$ cat config.mk
export PLATFORM = sky130hd
export DESIGN_NAME = spwm_top
export DESIGN_NICKNAME = d
export VERILOG_FILES = /design/src/verilog/spwm_pkg.sv /design/src/verilog/spwm_timer.sv /design/src/verilog/spwm_out.sv /design/src/verilog/spwm_top.sv
export SDC_FILE = /design/constraint.sdc
export NUM_CORES = 1
export LEC_CHECK = 0
export BUFFER_PORTS_ARGS = -buffer_cell sky130_fd_sc_hd__buf_4
export CAP_MARGIN = 20
export CORE_UTILIZATION = 35
export DETAILED_ROUTE_END_ITERATION = 8
export GPL_TIMING_DRIVEN = 0
export HOLD_SLACK_MARGIN = 0.05
export PLACE_DENSITY = 0.56
export SETUP_SLACK_MARGIN = 0.1
export SYNTH_ARGS = -nofsm -noshare
export SYNTH_HDL_FRONTEND = slang
export SYNTH_SLANG_ARGS = --single-unit
$ cat constraint.sdc
create_clock -name pclk -period 3 [get_ports pclk]
set_clock_uncertainty 0.05 [all_clocks]
set_input_delay 0.15 -clock pclk [delete_from_list [all_inputs] [get_ports pclk]]
set_output_delay 0.15 -clock pclk [all_outputs]
set_load 0.05 [all_outputs]
$ cat src/verilog/spwm_pkg.sv
// Purpose: Shared constants, field layouts and carriers of the standard PWM channel.
// Assumes: APB byte addresses, one 32-bit word per register, narrow data in low bits.
// Notes:   Timer registers repeat with a fixed stride, one group per period timer.
`default_nettype none

package spwm_pkg;

  localparam int unsigned NUM_TMR = 3;
  localparam int unsigned Q_CYCLES = 4;

  // Register byte addresses.
  localparam logic [11:0] ADDR_CTRL     = 12'h000;
  localparam logic [11:0] ADDR_DUTY_HI  = 12'h004;
  localparam logic [11:0] ADDR_DUTY_BUF = 12'h008;
  localparam logic [11:0] ADDR_TSEL     = 12'h00c;
  localparam logic [11:0] ADDR_DIR      = 12'h010;
  localparam logic [11:0] ADDR_FLAG     = 12'h014;
  localparam logic [11:0] ADDR_STAT     = 12'h018;
  localparam logic [11:0] ADDR_TMR_BASE = 12'h020;
  localparam logic [11:0] TMR_STRIDE    = 12'h010;
  localparam logic [11:0] TMR_CON_OFS   = 12'h000;
  localparam logic [11:0] TMR_PER_OFS   = 12'h004;
  localparam logic [11:0] TMR_CNT_OFS   = 12'h008;

  // Field positions.
  localparam int unsigned CTRL_MODE_LSB = 0;
  localparam int unsigned CTRL_DLSB_LSB = 4;
  localparam logic [1:0]  CTRL_PWM_MODE = 2'h3;
  localparam int unsigned TCON_PSC_LSB  = 0;
  localparam int unsigned TCON_RUN_BIT  = 2;
  localparam int unsigned TCON_POST_LSB = 3;
  localparam int unsigned STAT_PWM_BIT  = 0;
  localparam int unsigned STAT_OE_BIT   = 1;
  localparam int unsigned STAT_PIN_BIT  = 2;

  // Reset values.
  localparam logic [7:0] CTRL_RST = 8'h00;
  localparam logic [7:0] DUTY_RST = 8'h00;
  localparam logic [1:0] TSEL_RST = 2'h0;
  localparam logic       DIR_RST  = 1'b1;
  localparam logic [6:0] TCON_RST = 7'h00;
  localparam logic [7:0] PER_RST  = 8'hff;

  typedef enum logic [1:0] {
    PSC_1   = 2'b00,
    PSC_4   = 2'b01,
    PSC_16  = 2'b10,
    PSC_16B = 2'b11
  } spwm_psc_t;

  typedef struct packed {
    logic       run;
    spwm_psc_t  prescale;
    logic [3:0] postscale;
    logic [7:0] period;
  } spwm_tmr_cfg_t;

  typedef struct packed {
    logic [7:0] count;
    logic [1:0] low2;
    logic       rollover;
    logic       flag_set;
  } spwm_tmr_stat_t;

endpackage : spwm_pkg

`default_nettype wire

$ cat src/verilog/spwm_timer.sv
// Purpose: One 8-bit period timer with prescaler and postscaler.
// Assumes: q_tick is a one-cycle pulse once per instruction cycle, absent in sleep.
// Notes:   The rollover output is combinational so the reload lands on the reset edge.
`default_nettype none

module spwm_timer
  import spwm_pkg::*;
(
  // Clock and reset
  input  wire logic           pclk,
  input  wire logic           presetn,
  // Instruction cycle timing
  input  wire logic           q_tick,
  input  wire logic [1:0]     q_phase,
  // Configuration and state
  input  wire spwm_tmr_cfg_t  cfg,
  output var spwm_tmr_stat_t  stat
);

  logic [3:0] psc_q;
  logic [7:0] cnt_q;
  logic [3:0] post_q;
  logic       psc_last;
  logic       inc;
  logic       at_limit;

  assign psc_last = (cfg.prescale == PSC_1) ||
                    ((cfg.prescale == PSC_4) && (psc_q[1:0] == 2'h3)) ||
                    (cfg.prescale[1] && (psc_q == 4'hf));
  assign inc      = q_tick && cfg.run && psc_last;
  assign at_limit = (cnt_q == cfg.period);

  assign stat.count    = cnt_q;
  assign stat.low2     = (cfg.prescale == PSC_1) ? q_phase :
                         (cfg.prescale == PSC_4) ? psc_q[1:0] : psc_q[3:2];
  assign stat.rollover = inc && at_limit;
  // The postscaler only paces the match flag, never the period.
  assign stat.flag_set = stat.rollover && (post_q == cfg.postscale);

  always_ff @(posedge pclk or negedge presetn) begin
    if (!presetn) begin
      psc_q <= 4'h0;
    end else if (q_tick && cfg.run) begin
      psc_q <= psc_last ? 4'h0 : psc_q + 4'h1;
    end
  end

  always_ff @(posedge pclk or negedge presetn) begin
    if (!presetn) begin
      cnt_q <= 8'h00;
    end else if (inc) begin
      cnt_q <= at_limit ? 8'h00 : cnt_q + 8'h01;
    end
  end

  always_ff @(posedge pclk or negedge presetn) begin
    if (!presetn) begin
      post_q <= 4'h0;
    end else if (stat.rollover) begin
      post_q <= stat.flag_set ? 4'h0 : post_q + 4'h1;
    end
  end

endmodule // spwm_timer

`default_nettype wire

$ cat src/verilog/spwm_out.sv
// Purpose: Output latch of the PWM channel: set at the period start, cleared on match.
// Assumes: reload is a one-cycle pulse on the edge where the selected timer resets.
// Notes:   A duty value beyond the period never matches, so the level simply holds.
`default_nettype none

module spwm_out (
  // Clock and reset
  input  wire logic       pclk,
  input  wire logic       presetn,
  // Channel state
  input  wire logic       pwm_mode,
  input  wire logic       advance,
  input  wire logic       reload,
  input  wire logic [9:0] duty_next,
  input  wire logic [9:0] duty_lat,
  input  wire logic [9:0] timebase,
  // Output level
  output logic            pwm_q
);

  logic matched;
  logic set_q;

  assign matched = (timebase == duty_lat);

  // The set lags the reload by one clock, as the clear lags the match, so the
  // high time is exactly the duty value in time base steps.
  always_ff @(posedge pclk or negedge presetn) begin
    if (!presetn) begin
      set_q <= 1'b0;
      pwm_q <= 1'b0;
    end else if (!pwm_mode) begin
      set_q <= 1'b0;
      pwm_q <= 1'b0;
    end else if (advance) begin
      set_q <= reload && (duty_next != 10'h000);
      if (set_q) begin
        pwm_q <= 1'b1;
      end else if (matched) begin
        pwm_q <= 1'b0;
      end
    end
  end

endmodule // spwm_out

`default_nettype wire

$ cat src/verilog/spwm_top.sv
// Purpose: Standard PWM channel with three selectable period timers behind APB.
// Assumes: sleep_en comes from logic on pclk; pin_i comes from the pad.
// Notes:   The slave answers with no wait states; read data is captured in setup.
//
// What this block does
// - Period is (period limit plus one) times four clocks times prescale.
// - After count equals limit, next increment clears timer and latches duty.
// - Pin goes high at period start unless programmed duty is zero.
// - Duty is ten bits: high byte register plus control bits five to four.
// - Duty writes are taken anytime but only act after next reload.
// - In PWM mode the duty buffer ignores writes and reads latched value.
// - Buffer byte and hidden two-bit latch load together for glitch-free output.
// - Time base is count plus clock phase at 1:1, else prescaler bits.
// - When time base equals latched duty the pin drops for the period.
// - Duty beyond the period leaves the pin at its level.
// - Timer postscaler never changes the output period.
// - Two-bit timer select picks which of three timers drives the channel.
// - Resolution is log2 of four times (limit plus one) bits.
// - High time is duty times clock period times prescale.
// - Duty ratio is duty over four times (limit plus one).
// - In sleep the timers and channel freeze and resume where they stopped.
// - The PWM only reaches the pin while its direction bit is cleared.
// - Writing zero to the channel control register releases the pin.
// - Reset restores all registers and turns the pin into an input.
//
// Implementation choices: the address map and register access over APB.
`default_nettype none

module spwm_top
  import spwm_pkg::*;
(
  // Clock and reset
  input  wire logic        pclk,
  input  wire logic        presetn,
  // APB slave
  input  wire logic [11:0] paddr,
  input  wire logic        psel,
  input  wire logic        penable,
  input  wire logic        pwrite,
  input  wire logic [31:0] pwdata,
  output logic      [31:0] prdata,
  output logic             pready,
  output logic             pslverr,
  // Power state
  input  wire logic        sleep_en,
  // Output pin
  input  wire logic        pin_i,
  output logic             pin_o,
  output logic             pin_oe
);

  // Registers.
  logic [7:0]     channel_control_reg_q;
  logic [7:0]     duty_high_bits_reg_q;
  logic [7:0]     duty_buffer_reg_q;
  logic [1:0]     duty_lsb_latch_q;
  logic [1:0]     timer_select_reg_q;
  logic           pin_direction_bit_q;
  logic [2:0]     timer_match_flag_q;
  logic [6:0]     timer_control_reg_q [NUM_TMR];
  logic [7:0]     period_limit_reg_q  [NUM_TMR];
  logic [1:0]     q_phase_q;
  logic           pin_meta_q;
  logic           pin_sync_q;
  logic [31:0]    prdata_q;

  // Decode and datapath wires.
  logic           setup;
  logic           wr;
  logic           hit_ctrl;
  logic           hit_duty_hi;
  logic           hit_duty_buf;
  logic           hit_tsel;
  logic           hit_dir;
  logic           hit_flag;
  logic           hit_stat;
  logic [2:0]     hit_tcon;
  logic [2:0]     hit_per;
  logic [2:0]     hit_cnt;
  logic           mapped;
  logic           q_tick;
  logic           pwm_mode;
  logic           sel_valid;
  logic           reload;
  logic [9:0]     timebase;
  logic [9:0]     duty_prog;
  logic [9:0]     duty_lat;
  logic           pwm_level;
  logic [31:0]    rd_data;
  logic [2:0]     flag_set;
  spwm_tmr_cfg_t  tmr_cfg  [NUM_TMR];
  spwm_tmr_stat_t tmr_stat [NUM_TMR];

  // Bus decode.
  assign setup        = psel && !penable;
  assign wr           = psel && penable && pwrite;
  assign hit_ctrl     = (paddr == ADDR_CTRL);
  assign hit_duty_hi  = (paddr == ADDR_DUTY_HI);
  assign hit_duty_buf = (paddr == ADDR_DUTY_BUF);
  assign hit_tsel     = (paddr == ADDR_TSEL);
  assign hit_dir      = (paddr == ADDR_DIR);
  assign hit_flag     = (paddr == ADDR_FLAG);
  assign hit_stat     = (paddr == ADDR_STAT);
  assign mapped       = hit_ctrl || hit_duty_hi || hit_duty_buf || hit_tsel || hit_dir ||
                        hit_flag || hit_stat || (|hit_tcon) || (|hit_per) || (|hit_cnt);
  assign pready       = 1'b1;
  assign pslverr      = psel && penable && !mapped;
  assign prdata       = prdata_q;

  // Channel state.
  assign pwm_mode  = (channel_control_reg_q[CTRL_MODE_LSB+2 +: 2] == CTRL_PWM_MODE);
  assign duty_prog = {duty_high_bits_reg_q,
                      channel_control_reg_q[CTRL_DLSB_LSB +: 2]};
  assign duty_lat  = {duty_buffer_reg_q, duty_lsb_latch_q};
  assign sel_valid = (timer_select_reg_q < 2'(NUM_TMR));
  // Select value three names no timer, so the channel simply stops advancing.
  assign reload    = sel_valid && tmr_stat[timer_select_reg_q].rollover;
  assign timebase  = sel_valid ? {tmr_stat[timer_select_reg_q].count,
                                  tmr_stat[timer_select_reg_q].low2} : 10'h3ff;
  assign q_tick    = !sleep_en && (q_phase_q == 2'(Q_CYCLES - 1));
  assign pin_o     = pwm_level;
  assign pin_oe    = pwm_mode && !pin_direction_bit_q;

  // Period timers, one group of registers each.
  genvar k;
  generate
    for (k = 0; k < NUM_TMR; k++) begin : g_tmr
      localparam logic [11:0] BASE = 12'(ADDR_TMR_BASE + TMR_STRIDE * 12'(k));

      assign hit_tcon[k] = (paddr == 12'(BASE + TMR_CON_OFS));
      assign hit_per[k]  = (paddr == 12'(BASE + TMR_PER_OFS));
      assign hit_cnt[k]  = (paddr == 12'(BASE + TMR_CNT_OFS));

      assign tmr_cfg[k].run       = timer_control_reg_q[k][TCON_RUN_BIT];
      assign tmr_cfg[k].prescale  = spwm_psc_t'(timer_control_reg_q[k][TCON_PSC_LSB +: 2]);
      assign tmr_cfg[k].postscale = timer_control_reg_q[k][TCON_POST_LSB +: 4];
      assign tmr_cfg[k].period    = period_limit_reg_q[k];
      assign flag_set[k]          = tmr_stat[k].flag_set;

      always_ff @(posedge pclk or negedge presetn) begin
        if (!presetn) begin
          timer_control_reg_q[k] <= TCON_RST;
          period_limit_reg_q[k]  <= PER_RST;
        end else if (wr) begin
          if (hit_tcon[k]) begin
            timer_control_reg_q[k] <= pwdata[6:0];
          end
          if (hit_per[k]) begin
            period_limit_reg_q[k] <= pwdata[7:0];
          end
        end
      end

      spwm_timer u_timer (
        .pclk    (pclk),
        .presetn (presetn),
        .q_tick  (q_tick),
        .q_phase (q_phase_q),
        .cfg     (tmr_cfg[k]),
        .stat    (tmr_stat[k])
      );
    end
  endgenerate

  // Instruction cycle phase; stalls in sleep so the time base freezes whole.
  always_ff @(posedge pclk or negedge presetn) begin
    if (!presetn) begin
      q_phase_q <= 2'h0;
    end else if (!sleep_en) begin
      q_phase_q <= q_phase_q + 2'h1;
    end
  end

  // Channel control and duty registers.
  always_ff @(posedge pclk or negedge presetn) begin
    if (!presetn) begin
      channel_control_reg_q <= CTRL_RST;
      duty_high_bits_reg_q  <= DUTY_RST;
      timer_select_reg_q    <= TSEL_RST;
      pin_direction_bit_q   <= DIR_RST;
    end else if (wr) begin
      if (hit_ctrl) begin
        channel_control_reg_q <= pwdata[7:0];
      end
      if (hit_duty_hi) begin
        duty_high_bits_reg_q <= pwdata[7:0];
      end
      if (hit_tsel) begin
        timer_select_reg_q <= pwdata[1:0];
      end
      if (hit_dir) begin
        pin_direction_bit_q <= pwdata[0];
      end
    end
  end

  // Double buffer: both halves load on the same edge, so no mixed value is compared.
  always_ff @(posedge pclk or negedge presetn) begin
    if (!presetn) begin
      duty_buffer_reg_q <= DUTY_RST;
      duty_lsb_latch_q  <= 2'h0;
    end else if (pwm_mode) begin
      if (reload) begin
        duty_buffer_reg_q <= duty_high_bits_reg_q;
        duty_lsb_latch_q  <= channel_control_reg_q[CTRL_DLSB_LSB +: 2];
      end
    end else if (wr && hit_duty_buf) begin
      duty_buffer_reg_q <= pwdata[7:0];
    end
  end

  // Match flags: a set in the same cycle as a clear wins.
  always_ff @(posedge pclk or negedge presetn) begin
    if (!presetn) begin
      timer_match_flag_q <= 3'h0;
    end else begin
      timer_match_flag_q <= (timer_match_flag_q &
                             ~((wr && hit_flag) ? pwdata[2:0] : 3'h0)) | flag_set;
    end
  end

  // Pad input synchroniser.
  always_ff @(posedge pclk or negedge presetn) begin
    if (!presetn) begin
      pin_meta_q <= 1'b0;
      pin_sync_q <= 1'b0;
    end else begin
      pin_meta_q <= pin_i;
      pin_sync_q <= pin_meta_q;
    end
  end

  // Read mux.
  always_comb begin
    rd_data = 32'h0000_0000;
    if (hit_ctrl) begin
      rd_data[7:0] = channel_control_reg_q;
    end
    if (hit_duty_hi) begin
      rd_data[7:0] = duty_high_bits_reg_q;
    end
    if (hit_duty_buf) begin
      rd_data[7:0] = duty_buffer_reg_q;
    end
    if (hit_tsel) begin
      rd_data[1:0] = timer_select_reg_q;
    end
    if (hit_dir) begin
      rd_data[0] = pin_direction_bit_q;
    end
    if (hit_flag) begin
      rd_data[2:0] = timer_match_flag_q;
    end
    if (hit_stat) begin
      rd_data[STAT_PWM_BIT] = pwm_level;
      rd_data[STAT_OE_BIT]  = pin_oe;
      rd_data[STAT_PIN_BIT] = pin_sync_q;
    end
    for (int i = 0; i < NUM_TMR; i++) begin
      if (hit_tcon[i]) begin
        rd_data[6:0] = timer_control_reg_q[i];
      end
      if (hit_per[i]) begin
        rd_data[7:0] = period_limit_reg_q[i];
      end
      if (hit_cnt[i]) begin
        rd_data[7:0] = tmr_stat[i].count;
      end
    end
  end

  // Read data is taken in the setup cycle and held through the access phase.
  always_ff @(posedge pclk or negedge presetn) begin
    if (!presetn) begin
      prdata_q <= 32'h0000_0000;
    end else if (setup && !pwrite) begin
      prdata_q <= rd_data;
    end
  end

  // Output latch; high time follows from the time base stepping at the prescaled rate.
  spwm_out u_out (
    .pclk      (pclk),
    .presetn   (presetn),
    .pwm_mode  (pwm_mode),
    .advance   (!sleep_en),
    .reload    (reload),
    .duty_next (duty_prog),
    .duty_lat  (duty_lat),
    .timebase  (timebase),
    .pwm_q     (pwm_level)
  );

endmodule // spwm_top

`default_nettype wire

==> impl_results.md, run 1 <==
- Hold Path Class: in2reg
- Mapped cell area: between 8000 and 9000 um^2
- Total clock sinks: roughly 140
- Slowest cell on crit path: nor2_2
- Vias in the first global route: 7348
- CP endpoint kind: flop
- Worst VDD drop: slightly above 0.3 mV
- Vias post-DR: ~7.6k
- Leak Pwr: ~0.0045 uW
- Max Cap Viol: 0
- Post-synth top flop: dfrtp_1
- Power Dens Cells: approximately 470 nW/um^2
- # DRC: 0
- R2R Setup Slk: 0.19 ns
- IO buf count: 34
- Kind of critical path: reg2reg
- Via density: around 5.6
- Rel. slew slack: 0.168
- Startpoint types: flop
- Sequential fraction of the synthesis area: 0.404
- Fraction of layout cells with a size suffix above 1: 0.230
- Cells after Synth: 935
- Antenna Cells: 0
- Fin. Hold Viols: 0
- Ports: between 80 and 90
- Final ANT Viol Nets: 0
- Crit path largest cell delay: around 0.46 ns
- GR Layer Usage met3: 0.0511
- DIE AREA: 25500 um^2
- Sum Neg Setup Slack: 0 ns
- Critical Path, Cell by Cell: clkbuf_1 -> xnor2_1 -> nand4_1 -> nor2_2 -> nand3_1 -> a21boi_2 -> o21ai_4 -> mux2_4
- Final WL: around 30000 um
- Yosys warns: 0
- Die Y: 160 um
- Crit-path max FO: 10
- Netlist cell types: 77
- Synth Area per Inst: just over 9 um^2
- Std-Cell Rows: between 50 and 60
- Area of the core: 24300 um^2
- Skew-Pair Late Insertion Delay: between 0.4 and 0.5 ns
- Critical path data required time: between 3 and 4 ns
- Final period util: 0.936
- Met1 GRT Util: 0.331
- M2 GR Usage: 0.371
- TritonCTS clock tree: yes
- Htree depth: 4
- CTS Buf Count: 17
- Antenna violations before repair: 0
- Setup Viol. Count Final: 0
- Max Slew Vio Count: 0
- Status: finished clean
- Clock slew at reported path FFs: about 0.06 ns
- Iter 0 DRT Violations: 686
- Global route hottest layer: met2
- Number of synthesized register bits: around 140
- Gr usage total: 0.239
- Ys async rst share: 1.00
- RSZ-0062 raised after global routing: false
- Largest net degree at the start of global routing: 78
- Fin crit period: about 2.8 ns
- Die width: approximately 160 um
- Number of flops mapped to enable cells by yosys: 0
- Starting density of the core: 0.357
- Drt first pass iters: 5
- Worst-margin pin slew: between 1 and 1.5 ns
- Wire length per cell: approximately 22 um
- Utilization after layout: 0.421
- Root Driver: clkbuf_16
- Cell area after placement: 9470 um^2
- Final global-route overflow total: 0
- Post-detail-place hpwl: around 21000 um
- Gpl congestion: between 0.9 and 1
- Clock Path Buffers: 2
- Area grow syn2layout: 17.8%
- Post-route cell area: between 10000 and 15000 um^2
- Final net count: between 1k and 1.5k
- Fmax: 0.356 GHz
- First-pass GRT wire length: 45700 um
- Arrival time at the worst endpoint: 3.09 ns
-- cells in the final DEF (no fill, tap or decap), types with 12 or more instances in the layout --
| cell | n |
|---|---|
| a21oi_1 | 35 |
| buf_2 | 17 |
| buf_4 | 63 |
| clkbuf_1 | 30 |
| clkbuf_16 | 17 |
| conb_1 | 25 |
| dfrtp_1 | 114 |
| dfstp_2 | 25 |
| inv_1 | 16 |
| mux2_2 | 67 |
| mux2i_1 | 38 |
| nand2_1 | 89 |
| nand2b_1 | 12 |
| nand3_1 | 33 |
| nor2_1 | 66 |
| nor2b_1 | 16 |
| nor3_1 | 28 |
| nor4_1 | 14 |
| o21ai_0 | 88 |
| o22ai_1 | 27 |
| xnor2_1 | 24 |
| xor2_1 | 21 |
-- layer usage --
metal / wire (um) / vias to the layer above
li1: - / 3516
met1: 13700 / 3772
met2: 13300 / 285
met3: 1880 / 53
met4: 774 / 0
met5: 0 / -
-- kinds of logic after synthesis --
logic type      Yosys count  share of synthesized area
compound gates          224                      0.162
xor+xnor                 45                     0.0454
fa+ha+maj                11                     0.0155
buf+inv                  93                     0.0547
flops                   139                      0.404
mux                     108                      0.135
other cells               2                   0.000864
simple gates            313                      0.182
-- report_power, final --
group | switching, uW | internal (uW) | leakage (uW)
Combinational | 380 | 195 | 0.00245
Clock | 918 | 1420 | 0.000300
Sequential | 37.8 | 1910 | 0.00177
Total | 1340 | 3530 | 0.00452
-- what timing repair did --
| item | in CTS | in global routing |
|---|---|---|
| endpoints found under the hold margin | 96 | 0 |
| hold buffers | 10 | 0 |
| gates resized for setup | 0 | 2 |
| buffers inserted | 0 | 4 |
| setup endpoints to repair | 0 | 2 |
-- path summary, 6_finish.rpt --
path,start,to,cells after the start
worst max-delay path,g_tmr[1].u_timer.cnt_q[6],duty_buffer_reg_q[0],8
max in group asynchronous,presetn,period_limit_reg_q[10],3
worst min-delay path,pwrite,prdata[4],4
worst min register to register,pin_meta_q,pin_sync_q,0
min in group asynchronous,presetn,g_tmr[0].u_timer.psc_q[3],2
worst max register to register,g_tmr[1].u_timer.cnt_q[6],duty_buffer_reg_q[0],8
-- through the flow --
stage	hold WS, ns	cells	power [uW]	worst slack [ns]
floorplan	-0.196	958	2340	0.725
global placement	0.211	1316	2530	0.219
detailed placement	0.202	1318	2540	0.195
CTS	0.171	1360	4890	0.168
global route	0.250	1364	5010	0.107
finish	0.217	1364	4860	0.192
-- cell type report --
class | instances | area [um^2]
multi-input cells | 726 | 4790
well taps | 324 | 405
plain buffers | 77 | 418
inverters | 16 | 60.1
fillers | 2400 | 14100
clock inverters | 13 | 191
repair buffers | 50 | 422
flip-flops and latches | 139 | 3510
clock buffers | 19 | 443
-- worst max-delay path, delay by kind of cell (launching register included) --
family | cells | cell delay, ns
DFF | 1 | 0.32
xor gates and xnor gates | 1 | 0.19
muxes | 1 | 0.32
buffers and inverters | 1 | 0.42
AOI/OAI and AO/OA | 2 | 0.54
and+or+nand+nor | 3 | 0.85
-- sequential cells by signal, indices dropped and copies added, names as in the netlist, 2 cells and up --
register               cells
g_tmr.u_timer.cnt_q       24
period_limit_reg_q        24
timer_control_reg_q       21
g_tmr.u_timer.post_q      12
g_tmr.u_timer.psc_q       12
channel_control_reg_q      8
duty_buffer_reg_q          8
duty_high_bits_reg_q       8
prdata                     8
timer_match_flag_q         3
duty_lsb_latch_q           2
q_phase_q                  2
timer_select_reg_q         2
-- Yosys cell counts (all sizes together) (6+ instances only) --
master,instances,area [um^2]
a211oi,8,60.1
nor2,73,292
nand3,33,165
mux2i,38,380
o22ai,27,169
and3,12,76.3
o31ai,9,72.6
o21ai,92,475
buf,47,302
nor4,16,113
nor2b,17,114
dfrtp,114,2850
xor2,21,184
nand4,8,50.1
dfstp,25,657
nand2,92,353
mux2,70,796
ha,10,125
a22oi,6,45.0
a31oi,7,43.8
nand2b,12,75.1
a21oi,35,175
clkbuf,30,114
inv,16,60.1
xnor2,24,210
nor3,31,170
a221oi,7,61.3
No activity file was read; power rests on OpenSTA's default activity.
==> run 2: changes to the inputs <==
CORE_UTILIZATION = 55   (was 35)
PLACE_DENSITY = 0.79   (was 0.56)
clock period = 3.41 ns   (was 3 ns; I/O delays follow)
==> impl_results.md, run 2 (synthesis results as in run 1) <==
- Gpl congestion: 1.03 (+5.6%)
- Skew-Pair Late Insertion Delay: 0.43 ns (-0.02 ns)
- Sum Neg Setup Slack: 0 ns (unchanged)
- Fmax: 0.347 GHz (-2.7%)
- Gr usage total: 0.362 (+0.123)
- Root Driver: clkbuf_16
- Startpoint types: flop
- # DRC: 0 (unchanged)
- Fraction of layout cells with a size suffix above 1: 0.228 (-0.00209)
- Hold Crit Start: pwdata[5]
- Fin crit period: 2.89 ns (+0.0775 ns)
- Crit-path max FO: 10 (unchanged)
- Wire length per cell: 22.9 um (+5.0%)
- Hold Path Class: in2reg
- Worst VDD drop: 0.476 mV (+55%)
- CTS Buf Count: 17 (unchanged)
- Total clock sinks: 139 (unchanged)
- Vias post-DR: 7906 (+3.7%)
- Leak Pwr: 0.00447 uW (-1.2%)
- Drt first pass iters: 6 (+1)
- Fillers: 1307 (-46%)
- Std-Cell Rows: 45 (-21%)
- Die width: 128 um (-20%)
- Final std cells w/o fill: 1243 (-8.9%)
- Starting density of the core: 0.567 (+0.210)
- Iter 0 DRT Violations: 1068 (+56%)
- Final WL: 28400 um (-4.4%)
- Power Dens Cells: 415 nW/um^2 (-13%)
- Critical path data required time: 3.68 ns (+0.40 ns)
- Commonest cells after routing, fill and taps aside: dfrtp_1, nand2_1, o21ai_0, mux2_2, nor2_1
- Setup Viol. Count Final: 0 (unchanged)
- Via density: 6.36 (+14%)
- Antenna violations before repair: 0 (unchanged)
- RSZ-0062 raised after global routing: false
- TritonCTS clock tree: yes
- Reg-to-reg endpoint: duty_buffer_reg_q[0]
- R2R Setup Slk: 0.52 ns (+0.33 ns)
- Hold endpoint: timer_control_reg_q[12]
- DIE AREA: 16300 um^2 (-36%)
- Area grow syn2layout: 15.0%
- Max Cap Viol: 0 (unchanged)
- Kind of critical path: reg2reg
- R2R depth: 8 (unchanged)
- Rel. slew slack: 0.296 (+0.128)
- Worst r2r src: g_tmr[1].u_timer.cnt_q[6]
- Max Slew Vio Count: 0 (unchanged)
- Clock slew at reported path FFs: 0.06 ns (about the same)
- Antenna Cells: 0 (unchanged)
- Biggest regs: g_tmr.u_timer.cnt_q (24), period_limit_reg_q (24), timer_control_reg_q (21)
- Htree depth: 4 (unchanged)
- Final period util: 0.846 (-0.0898)
- CP endpoint kind: flop
- Fin. Hold Viols: 0 (unchanged)
- Status: finished clean
- Final global-route overflow total: 0 (unchanged)
- Number of cells after detailed placement: 1205 (-8.6%)
- Worst-margin pin slew: 1.05 ns (-0.185 ns)
- Arrival time at the worst endpoint: 3.15 ns (+0.06 ns)
- Largest net degree at the start of global routing: 92 (+18%)
- Vias in the first global route: 7474 (+1.7%)
- Worst hold path depth: 3 (-1)
- Area of the core: 15300 um^2 (-37%)
- IO buf count: 34 (unchanged)
- Ports: 87 (unchanged)
- Die Y: 128 um (-20%)
- Final ANT Viol Nets: 0 (unchanged)
- Most common cell after layout, fill and taps aside: dfrtp_1
- Post-detail-place hpwl: 20100 um (-6.0%)
- First-pass GRT wire length: 43400 um (-5.0%)
- Final net count: 1080 (-0.74%)
- Clock Path Buffers: 2 (unchanged)
-- run 2: cell count changes in the layout (fill, tap and decap cells not counted), sizes merged --
cell	previous run	this run
buf	87	83
bufinv	4	3
clkbuf	49	48
clkinv	4	6
dlygate4sd3	10	6
-- run 2: through the flow --
step	util	total power, uW	area, um^2	hold WS (ns)	setup WS, ns
2_1_floorplan	-	2060	8780	-0.175	1.13
3_3_place_gp	0.607	2220	9300	0.231	0.707
3_5_place_dp	0.609	2230	9330	0.0826	0.651
4_1_cts	0.653	4140	9990	0.0618	0.641
5_1_grt	0.653	4260	9990	0.0749	0.402
6_report	0.653	4150	9990	0.0800	0.524
-- run 2: power by group --
| part | switching [uW] | internal (uW) |
|---|---|---|
| combinational | 335 | 168 |
| clock | 775 | 1150 |
| sequential | 32.3 | 1680 |
-- run 2: layer usage --
metal | global-route usage | routed length, um | vias to the layer above
met3 | 0.114 | 3070 | 119
li1 | - | - | 3505
met4 | 0.182 | 1410 | 0
met1 | 0.471 | 11300 | 3792
met2 | 0.545 | 12700 | 490
met5 | 0 | 0 | -
-- run 2: how the worst max path moves through the flow --
stage	to	slack (ns)	startpoint	cells after the start
floorplan	duty_buffer_reg_q[0]	1.13	g_tmr[0].u_timer.psc_q[0]	8
global placement	duty_buffer_reg_q[6]	0.71	g_tmr[0].u_timer.cnt_q[3]	8
detailed placement	duty_buffer_reg_q[0]	0.65	g_tmr[1].u_timer.cnt_q[6]	8
CTS	duty_buffer_reg_q[0]	0.64	g_tmr[0].u_timer.cnt_q[5]	7
global route	duty_buffer_reg_q[0]	0.40	g_tmr[1].u_timer.cnt_q[6]	8
finish	duty_buffer_reg_q[0]	0.52	g_tmr[1].u_timer.cnt_q[6]	8
-- run 2: final cells by class --
| class | count | area (um^2) | area share |
|---|---|---|---|
| clock buffer | 18 | 429 | 0.0429 |
| tap | 211 | 264 | 0.0264 |
| inverter | 16 | 60.1 | 0.00601 |
| timing repair buffer | 42 | 352 | 0.0352 |
| multi-input combinational | 726 | 4790 | 0.480 |
| sequential | 139 | 3510 | 0.351 |
| clock inverter | 14 | 171 | 0.0172 |
| buffer | 77 | 415 | 0.0416 |
-- run 2: repair_timing --
action | 4_1_cts | 5_1_grt
hold endpoints to repair | 56 | 0
gates resized for setup | 0 | 0
setup buffers | 0 | 0
hold buffers | 6 | 0
-- run 2: worst max-delay path: stages, from the launching register on --
cell	delay [ns]
dfrtp_1	0.32
clkbuf_1	0.45
xnor2_1	0.18
nand4_1	0.17
nor2_2	0.49
nand3_1	0.20
a21boi_2	0.23
o21ai_4	0.34
mux2_4	0.34
